**src/core/cebs_pkg.sv**
```systemverilog
// Notes on behaviour
// RULE_01 - Drive 23-line word address, can float
// RULE_02 - 16-bit data bus, driven only on writes
// RULE_03 - Address strobe low only with valid address
// RULE_04 - Low lane strobe marks valid write byte
// RULE_05 - Addressed party returns low byte on reads; code reads all 16 lines, cebs_mem returns each strobed byte
// RULE_06 - Bus clock is crystal divided by two
// RULE_07 - High lane strobe mirrors low lane, upper byte
// RULE_08 - Direction high for read, low for write
// RULE_09 - Wait states until transfer acknowledge arrives
// RULE_10 - Halt stops after cycle, outputs float
// RULE_11 - All strobes release together at cycle end
package cebs_pkg;

  localparam int ADDR_W = 23;
  localparam int DATA_W = 16;
  localparam int LANE_W = 8;

  localparam logic [ADDR_W-1:0] ADDR_RST = 23'h000000;
  localparam logic [DATA_W-1:0] DATA_RST = 16'h0000;

  typedef struct packed {
    logic [ADDR_W-1:0] addr;
    logic [DATA_W-1:0] wdata;
    logic              rd;
    logic              lane_lo;
    logic              lane_hi;
  } cebs_req_t;

  typedef enum logic [2:0] {
    ST_IDLE,
    ST_ADDR,
    ST_STRB,
    ST_WAIT,
    ST_END
  } cebs_state_t;

endpackage : cebs_pkg

```
**src/core/cebs_bus_master.sv**
```systemverilog
`timescale 1ns/10ps
`default_nettype none

module cebs_bus_master
(
  input  wire logic                        xtal_in,
  input  wire logic                        rstn_in,
  input  wire cebs_pkg::cebs_req_t         req_in,
  input  wire logic                        req_valid_in,
  output logic                             req_ready_out,
  output logic [cebs_pkg::DATA_W-1:0]      rdata_out,
  output logic                             done_out,
  output logic                             mclk_out,
  output logic [cebs_pkg::ADDR_W-1:0]      word_address_lines_out,
  output logic                             addr_oe_n_out,
  output logic [cebs_pkg::DATA_W-1:0]      data_lines_out,
  output logic                             data_oe_n_out,
  input  wire logic [cebs_pkg::DATA_W-1:0] data_lines_in,
  output logic                             address_valid_strobe_n_out,
  output logic                             low_lane_strobe_n_out,
  output logic                             high_lane_strobe_n_out,
  output logic                             read_not_write_out,
  output logic                             ctrl_oe_n_out,
  input  wire logic                        transfer_ack_n_in,
  input  wire logic                        stop_request_n_in
);

  ////////////////////////////////////////////////////////////////////////
  logic                        mclk_r;
  logic                        ph_r;
  cebs_pkg::cebs_state_t       st_r;
  cebs_pkg::cebs_req_t         cur_r;
  logic                        ack_s1_r;
  logic                        ack_s2_r;
  logic                        halt_s1_r;
  logic                        halt_s2_r;
  logic [cebs_pkg::DATA_W-1:0] din_s1_r;
  logic [cebs_pkg::DATA_W-1:0] din_s2_r;
  logic                        take_req;
  logic                        halt_idle;

  // RULE_06 Crystal divide two
  always_ff @(posedge xtal_in or negedge rstn_in)
  begin
    if (!rstn_in)
      mclk_r <= 1'b0;
    else
      mclk_r <= ~mclk_r;
  end

  assign mclk_out = mclk_r;

  ////////////////////////////////////////////////////////////////////////
  // Pin synchronisers, on the crystal clock
  always_ff @(posedge xtal_in or negedge rstn_in)
  begin
    if (!rstn_in)
    begin
      ack_s1_r  <= 1'b1;
      ack_s2_r  <= 1'b1;
      halt_s1_r <= 1'b1;
      halt_s2_r <= 1'b1;
      din_s1_r  <= cebs_pkg::DATA_RST;
      din_s2_r  <= cebs_pkg::DATA_RST;
    end
    else
    begin
      ack_s1_r  <= transfer_ack_n_in;
      ack_s2_r  <= ack_s1_r;
      halt_s1_r <= stop_request_n_in;
      halt_s2_r <= halt_s1_r;
      din_s1_r  <= data_lines_in;
      din_s2_r  <= din_s1_r;
    end
  end

  // Bus phase ticks on falling edge of the divided clock
  always_ff @(posedge xtal_in or negedge rstn_in)
  begin
    if (!rstn_in)
      ph_r <= 1'b0;
    else
      ph_r <= ~mclk_r;
  end

  ////////////////////////////////////////////////////////////////////////
  // Take and halt decisions in idle
  assign take_req  = (st_r == cebs_pkg::ST_IDLE) && halt_s2_r
                     && req_valid_in;
  assign halt_idle = (st_r == cebs_pkg::ST_IDLE) && !halt_s2_r;

  ////////////////////////////////////////////////////////////////////////
  // Bus cycle sequencer
  always_ff @(posedge xtal_in or negedge rstn_in)
  begin
    if (!rstn_in)
      st_r <= cebs_pkg::ST_IDLE;
    else if (ph_r)
    begin
      unique case (st_r)
        cebs_pkg::ST_IDLE:
        begin
          if (take_req)
            st_r <= cebs_pkg::ST_ADDR;
        end
        cebs_pkg::ST_ADDR:
          st_r <= cebs_pkg::ST_STRB;
        cebs_pkg::ST_STRB:
          st_r <= cebs_pkg::ST_WAIT;
        cebs_pkg::ST_WAIT:
        begin
          // RULE_09 Wait for acknowledge
          if (!ack_s2_r)
            st_r <= cebs_pkg::ST_END;
        end
        cebs_pkg::ST_END:
          st_r <= cebs_pkg::ST_IDLE;
        default:
          st_r <= cebs_pkg::ST_IDLE;
      endcase
    end
  end

  ////////////////////////////////////////////////////////////////////////
  // Request capture and ready pulse
  always_ff @(posedge xtal_in or negedge rstn_in)
  begin
    if (!rstn_in)
    begin
      cur_r         <= '0;
      req_ready_out <= 1'b0;
    end
    else
    begin
      req_ready_out <= ph_r && take_req;
      if (ph_r && take_req)
        cur_r <= req_in;
    end
  end

  ////////////////////////////////////////////////////////////////////////
  // Address and direction pins
  always_ff @(posedge xtal_in or negedge rstn_in)
  begin
    if (!rstn_in)
    begin
      word_address_lines_out <= cebs_pkg::ADDR_RST;
      addr_oe_n_out          <= 1'b1;
      ctrl_oe_n_out          <= 1'b1;
      read_not_write_out     <= 1'b1;
    end
    else if (ph_r)
    begin
      // RULE_10 Halt floats lines
      if (halt_idle)
      begin
        addr_oe_n_out      <= 1'b1;
        ctrl_oe_n_out      <= 1'b1;
        read_not_write_out <= 1'b1;
      end
      else if (take_req)
      begin
        // RULE_01 Drive word address
        word_address_lines_out <= req_in.addr;
        addr_oe_n_out          <= 1'b0;
        ctrl_oe_n_out          <= 1'b0;
        // RULE_08 Direction per cycle
        read_not_write_out     <= req_in.rd;
      end
    end
  end

  ////////////////////////////////////////////////////////////////////////
  // Write data pins
  always_ff @(posedge xtal_in or negedge rstn_in)
  begin
    if (!rstn_in)
    begin
      data_lines_out <= cebs_pkg::DATA_RST;
      data_oe_n_out  <= 1'b1;
    end
    else if (ph_r)
    begin
      // RULE_02 Drive data on write
      if (st_r == cebs_pkg::ST_ADDR)
      begin
        data_lines_out <= cur_r.wdata;
        data_oe_n_out  <= cur_r.rd;
      end
      else if ((st_r == cebs_pkg::ST_END) || halt_idle)
        data_oe_n_out <= 1'b1;
    end
  end

  ////////////////////////////////////////////////////////////////////////
  // Address and lane strobes
  always_ff @(posedge xtal_in or negedge rstn_in)
  begin
    if (!rstn_in)
    begin
      address_valid_strobe_n_out <= 1'b1;
      low_lane_strobe_n_out      <= 1'b1;
      high_lane_strobe_n_out     <= 1'b1;
    end
    else if (ph_r)
    begin
      // RULE_03 Strobe after address
      if (st_r == cebs_pkg::ST_ADDR)
        address_valid_strobe_n_out <= 1'b0;
      // RULE_04 Low lane strobe
      if (st_r == cebs_pkg::ST_STRB)
        low_lane_strobe_n_out <= ~cur_r.lane_lo;
      // RULE_07 High lane strobe
      if (st_r == cebs_pkg::ST_STRB)
        high_lane_strobe_n_out <= ~cur_r.lane_hi;
      // RULE_11 Release strobes together
      if (st_r == cebs_pkg::ST_END)
      begin
        address_valid_strobe_n_out <= 1'b1;
        low_lane_strobe_n_out      <= 1'b1;
        high_lane_strobe_n_out     <= 1'b1;
      end
    end
  end

  ////////////////////////////////////////////////////////////////////////
  // End pulse and read data
  always_ff @(posedge xtal_in or negedge rstn_in)
  begin
    if (!rstn_in)
    begin
      done_out  <= 1'b0;
      rdata_out <= cebs_pkg::DATA_RST;
    end
    else
    begin
      done_out <= ph_r && (st_r == cebs_pkg::ST_END);
      // RULE_05 Capture read lanes once settled
      if (ph_r && (st_r == cebs_pkg::ST_END) && cur_r.rd)
        rdata_out <= din_s2_r;
    end
  end

endmodule : cebs_bus_master

`default_nettype wire

```
**config.mk**
```make
export PLATFORM = sky130hd
export DESIGN_NAME = cebs_bus_master
export DESIGN_NICKNAME = d
export VERILOG_FILES = /design/src/core/cebs_pkg.sv /design/src/core/cebs_bus_master.sv
export SDC_FILE = /design/constraint.sdc
export NUM_CORES = 1
export LEC_CHECK = 0
export BUFFER_PORTS_ARGS = -buffer_cell sky130_fd_sc_hd__buf_4
export CAP_MARGIN = 20
export CORE_ASPECT_RATIO = 0.75
export CORE_MARGIN = 2
export CORE_UTILIZATION = 51
export CTS_CLUSTER_DIAMETER = 40
export DETAILED_ROUTE_END_ITERATION = 16
export PLACE_DENSITY = 0.79
export SYNTH_ARGS = -nofsm -noshare
export SYNTH_HDL_FRONTEND = slang
export SYNTH_SLANG_ARGS = --single-unit
```
**constraint.sdc**
```tcl
create_clock -name xtal_in -period 1.9 [get_ports xtal_in]
set_input_delay 0.38 -clock xtal_in [delete_from_list [all_inputs] [get_ports xtal_in]]
set_output_delay 0.38 -clock xtal_in [all_outputs]
set_load 0.03 [all_outputs]
```
==> results.yml, run 1 <==
critical_path:
  regToRegStartpoint: "halt_s2_r"
  r2r_cells: 4
  critPathLaunchType: "flip-flop"
  crit_required_ns: 2.17
  rrSetupSlack_ns: 0.08
  path_max_fanout: 42
  path_class: "flip-flop to flip-flop"
  cp-end-kind: "flip-flop"
  r2r_end: "cur_r[11]"
  critical_path_arrival_ns: 2.09
outcome:
  status: "completed"
worst_hold_path:
  hold_depth: 1
  min_from: "data_lines_in[10]"
  worstHoldPathType: "input pin to flip-flop"
  hold_path_end: "din_s1_r[10]"
cts:
  cts_tree: "yes"
  clock_sinks: 122
  clock-root-buffer: "clkbuf_16"
  clk_pin_slew_worst_paths_ns: 0.06
  insertion_delay_ns: 0.40
  ctsHoldBuffers: 1
  clockBufferDepth: 2
  cts_buffers: 17
  cts_max_level: 4
  post_cts_buffers: 0
  cts_resized: 0
die:
  core_area_sq_um: 8450
  dieHeight_microns: 84.9
  die_w_microns: 112
  start_util_pct: 52.6
  rows: 29
  ios: 128
  die_area_sq_um: 9490
layout:
  nNetsFinal: 463
  area_growth_pct: 39.5
  fin_util_pct: 73.4
  diodes: 0
  final_layout_size_suffix_gt1_share_pct: 63.0
synth:
  ys.flop_type: "dfrtp_1"
  ys_warn_count: 0
  synth.most_common_cell: "dfrtp_1"
  synth.area.top_cells: "dfrtp_1 (63%), mux2_4 (13%), mux2_2 (8.9%)"
  seq_area_frac_synth_pct: 68.9
  synth-edff-count: 0
  async_flop_share_pct: 100
  postSynthAreaPerCell_sq_um: 17.7
  syn_inst: 251
  synth_top_cell_by_area: "dfrtp_1"
  syn_area_sq_um: 4450
  syn-num-nets: 314
  yosys-top-cells-count: "dfrtp_1 (112), mux2_4 (39), mux2_2 (35), dfstp_2 (10), a21oi_1 (6)"
  yosysTopAreaCellShare_pct: 63.0
  ys_types: 30
  yosys_register_bits: 122
grt:
  grt_pass1_vias: 2775
  grt_overflow: 0
  grtUsageTotal_pct: 19.2
  grt_max_degree: 43
  antenna_found_initial: 0
  grt_pass1_wl_microns: 14100
drt:
  firstDrtPassIters: 4
  routedWlPerCell_microns: 16.1
  vias_per_cell: 4.88
  final_antenna_net_count: 0
  drc: 0
  drt_wl_total_microns: 8410
  via_count: 2544
  initialDrtViolationCount: 90
power_and_ir_drop:
  peakVddDrop_mv: 1.23
  leakage_nw: 3.18
  p_per_area_nw_per_um2: 1830
timing:
  finalHoldViolations: 0
  fmax_ghz: 0.549
  fin_crit_ns: 1.82
  rsz0062_at_grt: "no"
  finalSetupViolCount: 0
  finalCritPeriodShare_pct: 95.9
  slew_viol_final: 0
  finClkSkew_ns: 0.00953
  relSlewSlack_pct: 54.6
  setup_tns_ns: 0
  tightestPinTransition_ns: 0.671
place:
  hpwl_microns: 5790
  gp_congestion: 0.782
  numPortBuffers: 127
flow_run:
  maxCapViolations: 0
[sequential cells by signal (all words and copies together) (netlist names), 3 cells and up]
| register | flops |
|---|---|
| rdata_out | 16 |
| data_lines_out | 16 |
| st_r | 3 |
| din_s1_r | 16 |
| din_s2_r | 16 |
| word_address_lines_out | 23 |
| cur_r | 19 |
[area by class of cell]
class / count / area (sq um)
fillers: 556 / 2250
clock inverters: 13 / 190
repair buffers: 141 / 1110
multi-input cells: 114 / 1240
clock buffers: 19 / 443
well taps: 108 / 135
inverters: 4 / 15.0
flip-flops and latches: 122 / 3070
[power by group]
part | internal, mW | total [mW] | switching (mW)
combinational | 1.96 | 3.98 | 2.02
clock | 2.24 | 3.37 | 1.13
sequential | 3.50 | 4.00 | 0.499
[placed cells by master, fill, tap and decap left out, types with 2 or more instances in the layout]
master and count:
buf_4 136, dfrtp_1 112, mux2_4 39, mux2_2 35
clkbuf_16 17, dfstp_2 10, a21oi_1 6, inv_1 4
o21ai_0 4, bufinv_16 4, clkinvlp_4 4, buf_12 4
nand2_1 3, nor2_1 3, a31oi_1 3, o22a_1 3
inv_6 3, nand3b_1 2, nand2b_1 2, o31ai_1 2
nor2b_1 2
[worst max-delay path: stages (launching register included)]
cell and delay (ns):
dfstp_2 0.55, nand3b_1 0.08, or3_2 0.48, buf_12 0.23, mux2_4 0.33
[how the worst max path moves through the flow]
stage,from,endpoint,slack (ns),cells past startpoint
6_report,halt_s2_r,cur_r[11],0.08,4
3_3_place_gp,halt_s2_r,word_address_lines_out[0],0.14,4
5_1_grt,halt_s2_r,cur_r[11],0.03,4
3_5_place_dp,halt_s2_r,cur_r[5],0.09,4
4_1_cts,halt_s2_r,cur_r[11],0.09,4
2_1_floorplan,ph_r,data_lines_out[10],0.10,4
[per-stage QoR]
stage / setup WS [ns] / hold WS (ns) / cells / power [mW] / instance area, sq um
global route: 0.0309 / 0.0611 / 521 / 11.9 / 6200
floorplan: 0.103 / 0.0844 / 251 / 6.60 / 4450
global placement: 0.144 / 0.298 / 488 / 7.88 / 5560
detailed placement: 0.0925 / 0.301 / 488 / 8.04 / 5560
finish: 0.0779 / 0.0868 / 521 / 11.4 / 6200
CTS: 0.0873 / 0.0683 / 521 / 11.5 / 6200
[metal layers]
| layer | GRT usage (%) | part of all wire [%] | vias to the layer above |
|---|---|---|---|
| met4 | 4.83 | 0.56 | 0 |
| li1 | - | - | 1169 |
| met2 | 30.2 | 47 | 102 |
| met3 | 7.29 | 7.9 | 6 |
| met1 | 25.5 | 44 | 1267 |
| met5 | 0 | 0 | - |
[cell families after synthesis]
logic type / after synthesis / share of synthesized area, %
muxes: 74 / 22.0
and+or+nand+nor: 20 / 3.07
buffers and inverters: 15 / 3.12
DFF: 122 / 68.9
AOI/OAI and AO/OA: 20 / 2.84
No activity file was read; power rests on OpenSTA's default activity.
==> run 2, diff against run 1 <==
--- a/config.mk
+++ b/config.mk
@@ -12,6 +12,7 @@
 export CORE_UTILIZATION = 51
 export CTS_CLUSTER_DIAMETER = 40
 export DETAILED_ROUTE_END_ITERATION = 16
+export MAX_ROUTING_LAYER = met4
 export PLACE_DENSITY = 0.79
 export SYNTH_ARGS = -nofsm -noshare
 export SYNTH_HDL_FRONTEND = slang
==> results.yml, run 2 (same netlist as run 1, synthesis figures left out) <==
die:
  dieHeight_microns: 84.9
  die_area_sq_um: 9490
  rows: 29
  start_util_pct: 52.6
  core_area_sq_um: 8450
  ios: 128
  die_w_microns: 112
drt:
  top_layer: "met4"
  drc: 0
  route.met2.wl_microns: 3980
  final_antenna_net_count: 0
  drt_wl_total_microns: 8390
  wl_met3_microns: 579
  via_count: 2542
  routedWlPerCell_microns: 16.1
  drt-met1-wl_microns: 3790
  vias_per_cell: 4.88
  initialDrtViolationCount: 99
  firstDrtPassIters: 4
cts:
  post_cts_buffers: 0
  cts_tree: "yes"
  clockBufferDepth: 2
  cts_max_level: 4
  ctsHoldBuffers: 1
  insertion_delay_ns: 0.40
  cts_resized: 0
  clk_pin_slew_worst_paths_ns: 0.06
  clock-root-buffer: "clkbuf_16"
  cts_buffers: 17
  clock_sinks: 122
layout:
  layout_commonest_cell: "buf_4"
  final_cells: 521
  nNetsFinal: 463
  layout_common_cells: "buf_4 (136), dfrtp_1 (112), mux2_4 (39)"
  final_layout_size_suffix_gt1_share_pct: 63.0
  largest_registers: "word_address_lines_out x23, cur_r x19"
  area_growth_pct: 39.5
  multi_input_area_sq_um: 1240
  regMostFlops: "word_address_lines_out"
  diodes: 0
  fill_cells: 556
  largest_register_ffs: 23
  seqCellArea_sq_um: 3070
timing:
  finalHoldViolations: 0
  finalCritPeriodShare_pct: 95.4
  finClkSkew_ns: 0.0112
  fmax_ghz: 0.551
  slew_viol_final: 0
  rsz0062_at_grt: "no"
  fin_crit_ns: 1.81
  tightestPinTransition_ns: 0.658
  relSlewSlack_pct: 55.5
  finalSetupViolCount: 0
  setup_tns_ns: 0
worst_hold_path:
  min_from: "data_lines_in[10]"
  hold_path_end: "din_s1_r[10]"
  hold_depth: 1
  worstHoldPathType: "input pin to flip-flop"
critical_path:
  critPathLaunchType: "flip-flop"
  path_cells: "nand3b_1, or3_2, buf_12, mux2_4"
  path_class: "flip-flop to flip-flop"
  cp_slowest_cell: "dfstp_2"
  crit_buf_inv: 1
  slowest_delay_ns: 0.55
  regToRegStartpoint: "halt_s2_r"
  r2r_cells: 4
  cp-end-kind: "flip-flop"
  crit_family: "simple AND/OR/NAND/NOR gates"
  r2r_end: "cur_r[11]"
  rrSetupSlack_ns: 0.09
  crit_required_ns: 2.17
  critical_path_arrival_ns: 2.08
  path_max_fanout: 42
grt:
  grt_overflow: 0
  grt_max_degree: 43
  grt_pass1_vias: 2782
  grt_pass1_wl_microns: 14100
  grtUsageTotal_pct: 19.8
  antenna_found_initial: 0
place:
  gp_congestion: 0.793
  dp_cells: 488
  numPortBuffers: 127
  hpwl_microns: 5790
flow_run:
  maxCapViolations: 0
power_and_ir_drop:
  peakVddDrop_mv: 1.23
  leakage_nw: 3.18
  p_per_area_nw_per_um2: 1830
outcome:
  status: "completed"
run 2: cell counts in the layout (fill, tap and decap cells not counted):
Identical to the previous run, type by type.
run 2: final cells by class:
type	instances	share of cell area (%)
clock buffers	19	7.14
clock inverters	13	3.07
inverters	4	0.242
multi-input cells	114	20.0
flip-flops and latches	122	49.4
well taps	108	2.18
repair buffers	141	17.9
run 2: per-stage QoR:
step	worst slack (ns)	util [%]	hold slack [ns]	cell area, sq um	power, mW
2_1_floorplan	0.103	-	0.0844	4450	6.60
3_3_place_gp	0.144	65.8	0.298	5560	7.88
3_5_place_dp	0.0925	65.8	0.301	5560	8.04
4_1_cts	0.0873	73.4	0.0683	6200	11.5
5_1_grt	0.0298	73.4	0.0611	6200	11.9
6_report	0.0866	73.4	0.0861	6200	11.4
run 2: worst max-delay path by stage:
stage / from / end / slack [ns] / cells after the start
after floorplan: ph_r / data_lines_out[10] / 0.10 / 4
after global placement: halt_s2_r / word_address_lines_out[0] / 0.14 / 4
after detailed placement: halt_s2_r / cur_r[5] / 0.09 / 4
after CTS: halt_s2_r / cur_r[11] / 0.09 / 4
after global routing: halt_s2_r / cur_r[11] / 0.03 / 4
final: halt_s2_r / cur_r[11] / 0.09 / 4
run 2: worst reg2reg max path: stages (launching register included):
cell	delay, ns
dfstp_2	0.55
nand3b_1	0.08
or3_2	0.48
buf_12	0.24
mux2_4	0.35
run 2: power breakdown:
group | switching, mW | internal [mW] | leakage, nW | total [mW]
clock network | 1.13 | 2.24 | 0.297 | 3.37
registers | 0.500 | 3.50 | 1.50 | 4.00
logic | 2.02 | 1.96 | 1.39 | 3.98
run 2: metal layers:
layer	track usage, %	vias to the layer above
met1	26.3	1269
met2	30.2	98
li1	-	1171
met5	-	-
met3	6.43	4
met4	4.83	0
==> run 3, diff against run 2 <==
--- a/config.mk
+++ b/config.mk
@@ -14,6 +14,7 @@
 export DETAILED_ROUTE_END_ITERATION = 16
 export MAX_ROUTING_LAYER = met4
 export PLACE_DENSITY = 0.79
+export REMOVE_ABC_BUFFERS = 1
 export SYNTH_ARGS = -nofsm -noshare
 export SYNTH_HDL_FRONTEND = slang
 export SYNTH_SLANG_ARGS = --single-unit
==> results.yml, run 3 (same netlist as run 1, synthesis figures left out) <==
outcome:
  status: "completed"
layout:
  nNetsFinal: 461
  final_layout_size_suffix_gt1_share_pct: 62.3
  seqCellArea_sq_um: 3070
  layout_commonest_cell: "buf_4"
  fill_cells: 559
  largest_registers: "word_address_lines_out x23, cur_r x19"
  postLayoutCellArea_sq_um: 6200
  layout_common_cells: "buf_4 (134), dfrtp_1 (112), mux2_4 (39)"
  multi_input_area_sq_um: 1240
  largest_register_ffs: 23
  regMostFlops: "word_address_lines_out"
  fin_util_pct: 73.3
  diodes: 0
  area_growth_pct: 39.4
timing:
  tightestPinTransition_ns: 0.616
  timing.final.ws_setup_ns: 0.102
  slew_viol_final: 0
  holdWs_ns: 0.0835
  rsz0062_at_grt: "no"
  finalCritPeriodShare_pct: 94.6
  finClkSkew_ns: 0.0144
  relSlewSlack_pct: 58.4
  finalHoldViolations: 0
  fin_crit_ns: 1.80
  fmax_ghz: 0.556
  finalSetupViolCount: 0
critical_path:
  crit_required_ns: 2.18
  path_cells: "nand3b_1, or3_2, buf_4, mux2_4"
  path_max_fanout: 18
  slowest_delay_ns: 0.54
  path_class: "flip-flop to flip-flop"
  critical_path_arrival_ns: 2.07
  cp-end-kind: "flip-flop"
  critPathLaunchType: "flip-flop"
  cp_slowest_cell: "dfstp_2"
drt:
  drt_wl_total_microns: 8380
  final_antenna_net_count: 0
  initialDrtViolationCount: 156
  vias_per_cell: 4.96
  routedWlPerCell_microns: 16.1
  drc: 0
  firstDrtPassIters: 4
  via_count: 2573
place:
  placed_cell_area_sq_um: 5550
  place_ws_ns: 0.0815
  gp_congestion: 0.803
  numPortBuffers: 127
  hpwl_microns: 5590
cts:
  insertion_delay_ns: 0.40
  cts_max_level: 4
  cts_tree: "yes"
  post_cts_buffers: 0
  clockBufferDepth: 2
  ctsHoldBuffers: 1
  cts_resized: 0
  clk_pin_slew_worst_paths_ns: 0.06
  cts_buffers: 17
  clock-root-buffer: "clkbuf_16"
  clock_sinks: 122
grt:
  grt_pass1_vias: 2767
  grtUsageTotal_pct: 20.0
  antenna_found_initial: 0
  grt_pass1_wl_microns: 14100
  grt_overflow: 0
  grt_max_degree: 39
power_and_ir_drop:
  peakVddDrop_mv: 1.31
  leakage_nw: 3.17
  p_per_area_nw_per_um2: 1850
worst_hold_path:
  worstHoldPathType: "input pin to flip-flop"
die:
  die_area_sq_um: 9490
  die_w_microns: 112
  ios: 128
  dieHeight_microns: 84.9
  start_util_pct: 52.6
  core_area_sq_um: 8450
  rows: 29
flow_run:
  maxCapViolations: 0
run 3: final timing paths:
check | from | end | slack [ns] | cells after the start
max in group asynchronous | rstn_in | cur_r[5] | 0.81 | 3
hold reg to reg | din_s1_r[10] | din_s2_r[10] | 0.35 | 0
setup / recovery | halt_s2_r | cur_r[6] | 0.10 | 4
setup reg to reg | halt_s2_r | cur_r[6] | 0.10 | 4
min in group asynchronous | rstn_in | din_s1_r[2] | 0.50 | 2
hold / removal | data_lines_in[14] | din_s1_r[14] | 0.08 | 1
run 3: critical path, delay by kind of cell, from the launching register on:
kind                   cells  cell delay [ns]
buffers and inverters      1             0.27
flip-flops                 1             0.54
multiplexers               1             0.33
AND/OR/NAND/NOR            2             0.54
run 3: layer usage:
metal  wire length (microns)  share of wire [%]  GRT usage, %
met1                    3740                 45          25.9
met2                    4040                 48          30.4
met3                     531                6.3          7.07
met4                      68               0.81          5.39
met5                       0                  0             -
run 3: power by group:
group          leakage, nW  total, mW  internal, mW  switching [mW]
clock                0.300       3.47          2.36            1.10
sequential            1.50       3.99          3.50           0.488
combinational         1.38       3.99          1.96            2.03
run 3: layout make-up:
class | instances | share of cell area, %
Multi-Input combinational cell | 114 | 20.1
Clock inverter | 11 | 3.13
Tap cell | 108 | 2.18
Timing Repair Buffer | 139 | 17.7
Clock buffer | 21 | 7.27
Sequential cell | 122 | 49.4
Inverter | 4 | 0.242
run 3: stage by stage:
step / TNS [ns] / power [mW] / cells
after global placement: 0 / 7.89 / 486
after detailed placement: 0 / 8.03 / 486
after global routing: 0 / 12.0 / 519
after floorplan: -33.10 / 6.52 / 240
final: 0 / 11.4 / 519
after CTS: 0 / 11.5 / 519
